## src/dlr_map.vh

```
/*
  Holds: register offsets, field positions and reset values of the
  DAC lock and reference selection slice.
  Assumes: included by bare name from the design files of this block.
*/
`ifndef DLR_MAP_VH
`define DLR_MAP_VH

// Geometry
`define DLR_CHANNELS 2
`define DLR_RES_BITS 12
`define DLR_DATA_BITS 16
`define DLR_ADDR_BITS 5

// Register offsets
`define DLR_OFS_VALUE0 5'h00
`define DLR_OFS_VALUE1 5'h01
`define DLR_OFS_VREF 5'h08
`define DLR_OFS_PDOWN 5'h09
`define DLR_OFS_GAIN 5'h0A
`define DLR_OFS_LOCK 5'h1B

// Field positions
`define DLR_LOCK_CFG_BIT 0
`define DLR_LOCK_VAL_BIT 1
`define DLR_GAIN_LSB 8

// Reference select encodings
`define DLR_REF_VDD 2'h0
`define DLR_REF_BANDGAP 2'h1
`define DLR_REF_PIN_UNBUF 2'h2
`define DLR_REF_PIN_BUF 2'h3

// Reset values
`define DLR_RST_VALUE 12'h000
`define DLR_RST_VREF 4'h0
`define DLR_RST_PDOWN 4'h0
`define DLR_RST_GAIN 2'h0
`define DLR_RST_LOCK 4'h0
`define DLR_RST_DATA 16'h0000

`endif

```

## src/dlr_lock_ref.v

```verilog
/*
  Holds: top of the DAC lock and reference selection slice: register file
  with lock checks, reference routing and per-channel tap decoders.
  Assumes: a serial front end on the same clock presents one-cycle write and
  read strobes; nonvolatile contents arrive as levels on the same clock.
*/
`timescale 1ns/1ps
`include "dlr_map.vh"

module dlr_lock_ref (
  // Clock and reset
  input wire clock,
  input wire nrst,
  // Register access from the serial front end
  input wire [`DLR_ADDR_BITS-1:0] reg_addr,
  input wire [`DLR_DATA_BITS-1:0] reg_wdata,
  input wire reg_wr,
  input wire reg_rd,
  output reg [`DLR_DATA_BITS-1:0] reg_rdata_r,
  output reg reg_rvalid_r,
  output reg reg_wr_ignored_r,
  // Nonvolatile contents
  input wire nv_present,
  input wire [2*`DLR_CHANNELS-1:0] nv_reference_select,
  input wire [2*`DLR_CHANNELS-1:0] nv_channel_lock,
  // Ladder taps and switches
  output wire [`DLR_RES_BITS-1:0] ch0_tap,
  output wire [`DLR_RES_BITS-1:0] ch1_tap,
  output wire [`DLR_CHANNELS-1:0] ladder_connect,
  // Reference routing per channel
  output reg [`DLR_CHANNELS-1:0] ref_vdd_sel_r,
  output reg [`DLR_CHANNELS-1:0] ref_bandgap_sel_r,
  output reg [`DLR_CHANNELS-1:0] ref_pin_unbuf_sel_r,
  output reg [`DLR_CHANNELS-1:0] ref_pin_buf_sel_r,
  output reg [`DLR_CHANNELS-1:0] vref_pin_connect_r,
  output reg [`DLR_CHANNELS-1:0] ref_buffer_gain2_r,
  output reg [`DLR_CHANNELS-1:0] output_gain2_r
);

  localparam NCH = `DLR_CHANNELS;

  // Power-up load sequencer
  localparam ST_LOAD = 1'b0;
  localparam ST_RUN = 1'b1;

  reg state_r;
  reg state_nxt;

  // Volatile and nonvolatile registers
  reg [`DLR_RES_BITS-1:0] value0_r;
  reg [`DLR_RES_BITS-1:0] value0_nxt;
  reg [`DLR_RES_BITS-1:0] value1_r;
  reg [`DLR_RES_BITS-1:0] value1_nxt;
  reg [2*NCH-1:0] reference_select_r;
  reg [2*NCH-1:0] reference_select_nxt;
  reg [2*NCH-1:0] powerdown_select_r;
  reg [2*NCH-1:0] powerdown_select_nxt;
  reg [NCH-1:0] output_gain_bit_r;
  reg [NCH-1:0] output_gain_bit_nxt;
  reg [2*NCH-1:0] channel_write_lock_r;
  reg [2*NCH-1:0] channel_write_lock_nxt;

  // Read path and write reporting
  reg [`DLR_DATA_BITS-1:0] reg_rdata_nxt;
  reg reg_wr_ignored_nxt;

  // Per-channel lock views and merged config fields
  wire [NCH-1:0] value_lock;
  wire [NCH-1:0] config_lock;
  wire [2*NCH-1:0] vref_wr_merged;
  wire [NCH-1:0] gain_wr_merged;
  wire [NCH-1:0] vref_wr_blocked;
  wire [NCH-1:0] gain_wr_blocked;
  wire [NCH*`DLR_RES_BITS-1:0] tap_all;

  // Routing next values
  reg [NCH-1:0] ref_vdd_sel_nxt;
  reg [NCH-1:0] ref_bandgap_sel_nxt;
  reg [NCH-1:0] ref_pin_unbuf_sel_nxt;
  reg [NCH-1:0] ref_pin_buf_sel_nxt;
  reg [NCH-1:0] vref_pin_connect_nxt;
  reg [NCH-1:0] ref_buffer_gain2_nxt;
  reg [NCH-1:0] output_gain2_nxt;

  wire wr_value0;
  wire wr_value1;
  wire wr_vref;
  wire wr_pdown;
  wire wr_gain;
  wire wr_lock;

  integer i;

  ////////////////////////////////////////////////////////////////////////////
  // Address decode; strobes are held off during the power-up load
  assign wr_value0 = reg_wr && (state_r == ST_RUN) && (reg_addr == `DLR_OFS_VALUE0);
  assign wr_value1 = reg_wr && (state_r == ST_RUN) && (reg_addr == `DLR_OFS_VALUE1);
  assign wr_vref = reg_wr && (state_r == ST_RUN) && (reg_addr == `DLR_OFS_VREF);
  assign wr_pdown = reg_wr && (state_r == ST_RUN) && (reg_addr == `DLR_OFS_PDOWN);
  assign wr_gain = reg_wr && (state_r == ST_RUN) && (reg_addr == `DLR_OFS_GAIN);
  assign wr_lock = reg_wr && (state_r == ST_RUN) && (reg_addr == `DLR_OFS_LOCK);

  ////////////////////////////////////////////////////////////////////////////
  // Per-channel lock split, field merge and tap decoders
  genvar c;
  generate
    for (c = 0; c < NCH; c = c + 1) begin : g_ch
      assign value_lock[c] = channel_write_lock_r[2*c+`DLR_LOCK_VAL_BIT];
      assign config_lock[c] = channel_write_lock_r[2*c+`DLR_LOCK_CFG_BIT];
      // Locked channel keeps its config field, others take the write
      assign vref_wr_merged[2*c+1:2*c] = config_lock[c] ?
        reference_select_r[2*c+1:2*c] : reg_wdata[2*c+1:2*c];
      assign gain_wr_merged[c] = config_lock[c] ?
        output_gain_bit_r[c] : reg_wdata[`DLR_GAIN_LSB+c];
      assign vref_wr_blocked[c] = config_lock[c] &&
        (reg_wdata[2*c+1:2*c] != reference_select_r[2*c+1:2*c]);
      assign gain_wr_blocked[c] = config_lock[c] &&
        (reg_wdata[`DLR_GAIN_LSB+c] != output_gain_bit_r[c]);
      dlr_tap_decode u_tap (
        .clock(clock),
        .nrst(nrst),
        .value((c == 0) ? value0_r : value1_r),
        .powerdown_select(powerdown_select_r[2*c+1:2*c]),
        .tap_r(tap_all[c*`DLR_RES_BITS +: `DLR_RES_BITS]),
        .connect_r(ladder_connect[c])
      );
    end
  endgenerate

  // Tap flops of each decoder drive the channel tap outputs
  assign ch0_tap = tap_all[`DLR_RES_BITS-1:0];
  assign ch1_tap = tap_all[2*`DLR_RES_BITS-1:`DLR_RES_BITS];

  ////////////////////////////////////////////////////////////////////////////
  // Register file next state
  always @* begin
    state_nxt = ST_RUN;
    value0_nxt = value0_r;
    value1_nxt = value1_r;
    reference_select_nxt = reference_select_r;
    powerdown_select_nxt = powerdown_select_r;
    output_gain_bit_nxt = output_gain_bit_r;
    channel_write_lock_nxt = channel_write_lock_r;
    reg_wr_ignored_nxt = 1'b0;
    case (state_r)
      ST_LOAD: begin
        // First edge after reset release copies the stored settings, or loads the reset values when nv_present is low
        if (nv_present) begin
          reference_select_nxt = nv_reference_select;
          channel_write_lock_nxt = nv_channel_lock;
        end else begin
          reference_select_nxt = `DLR_RST_VREF;
          channel_write_lock_nxt = `DLR_RST_LOCK;
        end
      end
      ST_RUN: begin
        if (wr_value0) begin
          if (value_lock[0]) begin
            reg_wr_ignored_nxt = 1'b1;
          end else begin
            value0_nxt = reg_wdata[`DLR_RES_BITS-1:0];
          end
        end
        if (wr_value1) begin
          if (value_lock[1]) begin
            reg_wr_ignored_nxt = 1'b1;
          end else begin
            value1_nxt = reg_wdata[`DLR_RES_BITS-1:0];
          end
        end
        if (wr_vref) begin
          reference_select_nxt = vref_wr_merged;
          reg_wr_ignored_nxt = |vref_wr_blocked;
        end
        if (wr_pdown) begin
          // Power-down always writable so a locked channel can wake
          powerdown_select_nxt = reg_wdata[2*NCH-1:0];
        end
        if (wr_gain) begin
          output_gain_bit_nxt = gain_wr_merged;
          reg_wr_ignored_nxt = |gain_wr_blocked;
        end
        if (wr_lock) begin
          channel_write_lock_nxt = reg_wdata[2*NCH-1:0];
        end
      end
      default: begin
        state_nxt = ST_LOAD;
      end
    endcase
  end

  ////////////////////////////////////////////////////////////////////////////
  // Read mux; unmapped and unused bits read zero
  always @* begin
    reg_rdata_nxt = `DLR_RST_DATA;
    case (reg_addr)
      `DLR_OFS_VALUE0: reg_rdata_nxt[`DLR_RES_BITS-1:0] = value0_r;
      `DLR_OFS_VALUE1: reg_rdata_nxt[`DLR_RES_BITS-1:0] = value1_r;
      `DLR_OFS_VREF: reg_rdata_nxt[2*NCH-1:0] = reference_select_r;
      `DLR_OFS_PDOWN: reg_rdata_nxt[2*NCH-1:0] = powerdown_select_r;
      `DLR_OFS_GAIN: reg_rdata_nxt[`DLR_GAIN_LSB+NCH-1:`DLR_GAIN_LSB] = output_gain_bit_r;
      `DLR_OFS_LOCK: reg_rdata_nxt[2*NCH-1:0] = channel_write_lock_r;
      default: reg_rdata_nxt = `DLR_RST_DATA;
    endcase
  end

  ////////////////////////////////////////////////////////////////////////////
  // Reference routing per channel
  always @* begin
    for (i = 0; i < NCH; i = i + 1) begin
      ref_vdd_sel_nxt[i] = 1'b0;
      ref_bandgap_sel_nxt[i] = 1'b0;
      ref_pin_unbuf_sel_nxt[i] = 1'b0;
      ref_pin_buf_sel_nxt[i] = 1'b0;
      vref_pin_connect_nxt[i] = 1'b0;
      ref_buffer_gain2_nxt[i] = 1'b0;
      output_gain2_nxt[i] = output_gain_bit_r[i];
      case (reference_select_r[2*i+:2])
        `DLR_REF_VDD: begin
          // Supply fed internally, pin kept off the ladder, gain forced 1x
          ref_vdd_sel_nxt[i] = 1'b1;
          output_gain2_nxt[i] = 1'b0;
        end
        `DLR_REF_BANDGAP: begin
          ref_bandgap_sel_nxt[i] = 1'b1;
          ref_buffer_gain2_nxt[i] = 1'b1;
        end
        `DLR_REF_PIN_UNBUF: begin
          ref_pin_unbuf_sel_nxt[i] = 1'b1;
          vref_pin_connect_nxt[i] = 1'b1;
        end
        `DLR_REF_PIN_BUF: begin
          ref_pin_buf_sel_nxt[i] = 1'b1;
          vref_pin_connect_nxt[i] = 1'b1;
        end
        default: begin
          ref_vdd_sel_nxt[i] = 1'b1;
        end
      endcase
      // Reference switch opens in any power-down setting
      if (powerdown_select_r[2*i+:2] != 2'h0) begin
        ref_vdd_sel_nxt[i] = 1'b0;
        ref_bandgap_sel_nxt[i] = 1'b0;
        ref_pin_unbuf_sel_nxt[i] = 1'b0;
        ref_pin_buf_sel_nxt[i] = 1'b0;
        vref_pin_connect_nxt[i] = 1'b0;
      end
    end
  end

  ////////////////////////////////////////////////////////////////////////////
  // State flip-flops
  always @(posedge clock or negedge nrst) begin
    if (!nrst) begin
      state_r <= ST_LOAD;
      value0_r <= `DLR_RST_VALUE;
      value1_r <= `DLR_RST_VALUE;
      reference_select_r <= `DLR_RST_VREF;
      powerdown_select_r <= `DLR_RST_PDOWN;
      output_gain_bit_r <= `DLR_RST_GAIN;
      channel_write_lock_r <= `DLR_RST_LOCK;
      reg_rdata_r <= `DLR_RST_DATA;
      reg_rvalid_r <= 1'b0;
      reg_wr_ignored_r <= 1'b0;
      ref_vdd_sel_r <= {NCH{1'b0}};
      ref_bandgap_sel_r <= {NCH{1'b0}};
      ref_pin_unbuf_sel_r <= {NCH{1'b0}};
      ref_pin_buf_sel_r <= {NCH{1'b0}};
      vref_pin_connect_r <= {NCH{1'b0}};
      ref_buffer_gain2_r <= {NCH{1'b0}};
      output_gain2_r <= {NCH{1'b0}};
    end else begin
      state_r <= state_nxt;
      value0_r <= value0_nxt;
      value1_r <= value1_nxt;
      reference_select_r <= reference_select_nxt;
      powerdown_select_r <= powerdown_select_nxt;
      output_gain_bit_r <= output_gain_bit_nxt;
      channel_write_lock_r <= channel_write_lock_nxt;
      reg_rdata_r <= reg_rd ? reg_rdata_nxt : `DLR_RST_DATA;
      reg_rvalid_r <= reg_rd && (state_r == ST_RUN);
      reg_wr_ignored_r <= reg_wr_ignored_nxt;
      ref_vdd_sel_r <= ref_vdd_sel_nxt;
      ref_bandgap_sel_r <= ref_bandgap_sel_nxt;
      ref_pin_unbuf_sel_r <= ref_pin_unbuf_sel_nxt;
      ref_pin_buf_sel_r <= ref_pin_buf_sel_nxt;
      vref_pin_connect_r <= vref_pin_connect_nxt;
      ref_buffer_gain2_r <= ref_buffer_gain2_nxt;
      output_gain2_r <= output_gain2_nxt;
    end
  end

endmodule

```

## src/dlr_tap_decode.v

```verilog
/*
  Holds: per-channel ladder tap decoder with power-down disconnect.
  Assumes: value and power-down select come from registers on the same clock.
*/
`timescale 1ns/1ps
`include "dlr_map.vh"

module dlr_tap_decode (
  // Clock and reset
  input wire clock,
  input wire nrst,
  // Channel controls
  input wire [`DLR_RES_BITS-1:0] value,
  input wire [1:0] powerdown_select,
  // Ladder controls
  output reg [`DLR_RES_BITS-1:0] tap_r,
  output reg connect_r
);

  reg [`DLR_RES_BITS-1:0] tap_nxt;
  reg connect_nxt;

  ////////////////////////////////////////////////////////////////////////////
  // Tap position equals the code; an n-bit code tops out at 2^n - 1
  always @* begin
    tap_nxt = value;
    connect_nxt = (powerdown_select == 2'h0);
  end

  always @(posedge clock or negedge nrst) begin
    if (!nrst) begin
      tap_r <= `DLR_RST_VALUE;
      connect_r <= 1'b0;
    end else begin
      tap_r <= tap_nxt;
      connect_r <= connect_nxt;
    end
  end

endmodule
```

## config.mk

```make
export PLATFORM = sky130hd
export DESIGN_NAME = dlr_lock_ref
export DESIGN_NICKNAME = d
export VERILOG_FILES = /design/src/dlr_lock_ref.v /design/src/dlr_tap_decode.v
export VERILOG_INCLUDE_DIRS = /design/src /design/src/src
export SDC_FILE = /design/constraint.sdc
export NUM_CORES = 1
export LEC_CHECK = 0
export BUFFER_PORTS_ARGS = -buffer_cell sky130_fd_sc_hd__clkbuf_2
export CORE_MARGIN = 4
export CORE_UTILIZATION = 50
export CTS_CLUSTER_DIAMETER = 200
export DETAILED_ROUTE_END_ITERATION = 10
export PLACE_DENSITY = 0.76
export SETUP_SLACK_MARGIN = 0.02
export SYNTH_ARGS = -nofsm -noshare
export SYNTH_HDL_FRONTEND = slang
export SYNTH_SLANG_ARGS = --single-unit
```

## constraint.sdc

```tcl
create_clock -name clock -period 1.8 [get_ports clock]
set_clock_uncertainty 0.1 [all_clocks]
set_input_delay 0.09 -clock clock [delete_from_list [all_inputs] [get_ports clock]]
set_output_delay 0.09 -clock clock [all_outputs]
set_load 0.02 [all_outputs]
```

==> results.py <==
metrics = {
    "sta": {
        "worstMarginPinSlew_ns": 0.583,
        "grt_setup_unrepaired": "false",
        "setup_slack_ns": 0.179,
        "finalCriticalPeriod_ns": 1.62,
        "timing.final.crit_share_pct": 90.0,
        "tns_ns": 0,
        "maxClockFrequency_mhz": 617,
        "hold_viol": 0,
        "setup_viol": 0,
        "slew_viol_final": 0,
        "maxSlewHeadroom_pct": 60.7,
    },
    "routing": {
        "drtIter0Drc": 191,
        "drt-total-wl_um": 7920,
        "first_pass_iters": 4,
        "wl_per_cell_um": 16.7,
        "num_vias": 2445,
        "drc_errors": 0,
        "vias_per_cell": 5.15,
        "ant_nets": 0,
    },
    "critical_path": {
        "crit_arrival_ns": 1.77,
        "cp.required_ns": 1.95,
        "setup.worst_path.start_class": "primary input",
        "worst-path-max-fanout": 7,
        "path_class": "in2reg",
        "endpoint_kind": "flop",
    },
    "floorplanning": {
        "die_y_um": 93.5,
        "initial_core_util_pct": 52.6,
        "ios": 92,
        "dieArea_um2": 8740,
        "core_area_um2": 6940,
        "rows": 30,
        "fp.dieW_um": 93.5,
    },
    "clocking": {
        "cts_tree": "built",
        "clk_path_buf_depth": 2,
        "cts-root-buf": "clkbuf_8",
        "h-tree-depth": 3,
        "insertion_delay_ns": 0.36,
        "cts_made_buffers": 9,
        "clock-sinks": 93,
        "clk_pin_slew_ns": 0.09,
    },
    "synth": {
        "yosysSeqAreaShare_pct": 63.7,
        "synth_cells": 256,
        "synth_area_per_cell_um2": 14.3,
        "synth_cell_type_count": 40,
        "syn_area_um2": 3660,
        "synth.top_cell.area_share_pct": 63.7,
        "synth_warnings": 0,
        "yosysTopAreaCell": "dfrtp_1",
        "async_reset_ff_share_pct": 100,
        "ys.flop_type": "dfrtp_1",
        "synthTopCellsByArea": "dfrtp_1 (64%), mux2_2 (8.3%), mux2_4 (4.1%)",
        "ys_seq_elements": 93,
        "synth_edf_count": 0,
    },
    "status": {
        "status": "completed",
    },
    "global_route": {
        "grt_usage_pct": 19.5,
        "antenna_found_initial": 0,
        "grt_max_degree": 51,
        "grt_pass1_vias": 2496,
        "grt_pass1_wl_um": 12800,
        "overflow": 0,
    },
    "place": {
        "dpl_worst_slack_ns": 0.108,
        "dp_hpwl_um": 5600,
        "place_area_um2": 4200,
        "dp_cells": 436,
        "gp_congestion": 0.917,
        "io_buffers": 83,
    },
    "power_and_ir_drop": {
        "total_power_mw": 4.34,
        "p_per_area_nw_per_um2": 942,
        "ir_drop_mv": 0.506,
        "p_leak_nw": 2.29,
    },
    "final_layout": {
        "final_area_um2": 4610,
        "nNetsFinal": 408,
        "fillers": 508,
        "num_antenna_cells": 0,
        "syn_to_final_growth_pct": 26.0,
        "drive_gt1_share_pct": 41.4,
        "final_cells": 475,
    },
    "job": {
        "maxCapViolCount": 0,
    },
    "worst_hold_path": {
        "min_path_type": "in2async",
    },
}
sequential cells by signal (all words and copies together) (netlist names):
name / flops
state_r: 1
ref_pin_buf_sel_r: 2
reference_select_r: 4
powerdown_select_r: 4
ref_vdd_sel_r: 2
g_ch.u_tap.tap_r: 24
vref_pin_connect_r: 2
output_gain_bit_r: 2
ref_buffer_gain2_r: 2
ref_bandgap_sel_r: 2
channel_write_lock_r: 4
reg_wr_ignored_r: 1
ref_pin_unbuf_sel_r: 2
value0_r: 12
output_gain2_r: 2
g_ch.u_tap.connect_r: 2
reg_rdata_r: 12
value1_r: 12
reg_rvalid_r: 1
through the flow:
step	utilization, %	hold WS, ns
floorplan	-	-0.306
global placement	60.5	-0.109
detailed placement	60.5	-0.103
CTS	66.3	0.0512
global route	66.3	0.0659
finish	66.3	0.0574
routing by layer:
metal	wire [um]	track usage [%]	up-vias
li1	-	-	1143
met2	4160	32.7	68
met3	354	3.86	15
met1	3240	25.0	1219
met5	0	0	-
met4	161	7.20	0
report_power, final:
group	leakage (nW)	internal (mW)	switching, mW	total, mW
Clock	0.0902	0.509	0.717	1.23
Combinational	0.965	0.294	0.382	0.676
Sequential	1.24	2.29	0.141	2.44
Yosys cell counts (all sizes together) (2+ instances only):
cell type / number
a21oi: 3
a221oi: 2
a222oi: 2
a22o: 4
a22oi: 18
and2: 4
and3: 3
buf: 12
clkbuf: 4
conb: 2
dfrtp: 93
inv: 3
mux2: 37
nand2: 6
nand3: 3
nand4: 2
nor2: 7
nor2b: 11
nor3: 6
nor3b: 4
nor4: 5
o21a: 2
o21ai: 10
xor2: 6
cell usage in the layout (no fill, tap or decap), types with 2 or more instances in the layout:
cell / instances
o21a_1: 2
nor3b_1: 2
nor2b_1: 11
dlygate4sd3_1: 23
xor2_1: 6
nor4_1: 4
a22o_1: 4
and3_1: 3
o21ai_0: 10
a221oi_1: 2
and2_1: 4
nor3_1: 5
mux2_2: 27
clkbuf_8: 9
clkinv_2: 3
inv_6: 3
a222oi_1: 2
dfrtp_1: 93
inv_1: 3
nor2_1: 6
conb_1: 5
mux2_4: 10
buf_4: 14
nand4_1: 2
nand2_1: 6
a21oi_1: 3
nand3_1: 3
a22oi_1: 18
clkbuf_2: 82
kinds of logic (layout without fill, tap and decap cells):
family	count (synthesis)	in the layout	share of synthesized area (%)
DFF	93	93	63.7
and+or+nand+nor	56	56	10.3
AOI/OAI and AO/OA	43	43	8.35
muxes	37	37	12.4
buffers and inverters	19	139	3.59
xor gates and xnor gates	6	6	1.44
other	2	5	0.205
critical path: stages:
cell and delay (ns):
dlygate4sd3_1 0.53, clkbuf_2 0.14, nand2_1 0.20, nor3b_4 0.26, buf_4 0.24, mux2_4 0.32
repair_timing:
item	CTS	global route
buffers inserted	0	0
hold buffers	23	0
endpoints found under the setup margin	0	0
resized for setup	0	0
endpoints found under the hold margin	138	0
layout make-up:
class	instances	area (um^2)	share of cell area (%)
Multi-Input combinational cell	147	1210	26.2
Sequential cell	93	2330	50.5
Clock inverter	7	48.8	1.06
Clock buffer	9	124	2.69
Tap cell	96	120	2.61
Inverter	3	11.3	0.244
Timing Repair Buffer	120	766	16.6
path summary, 6_finish.rpt:
kind	from	endpoint	slack, ns	depth (start not counted)
setup / recovery	reg_wr	value0_r[5]	0.18	6
hold / removal	nrst	ref_pin_buf_sel_r[0]	0.06	2
setup reg to reg	state_r	value0_r[5]	0.23	4
hold reg to reg	value1_r[7]	g_ch[1].u_tap.tap_r[7]	0.30	0
max in group asynchronous	nrst	reg_rdata_r[3]	0.96	3
min in group clock	reg_addr[4]	reg_wr_ignored_r	0.06	4
No activity file was read; power rests on OpenSTA's default activity.
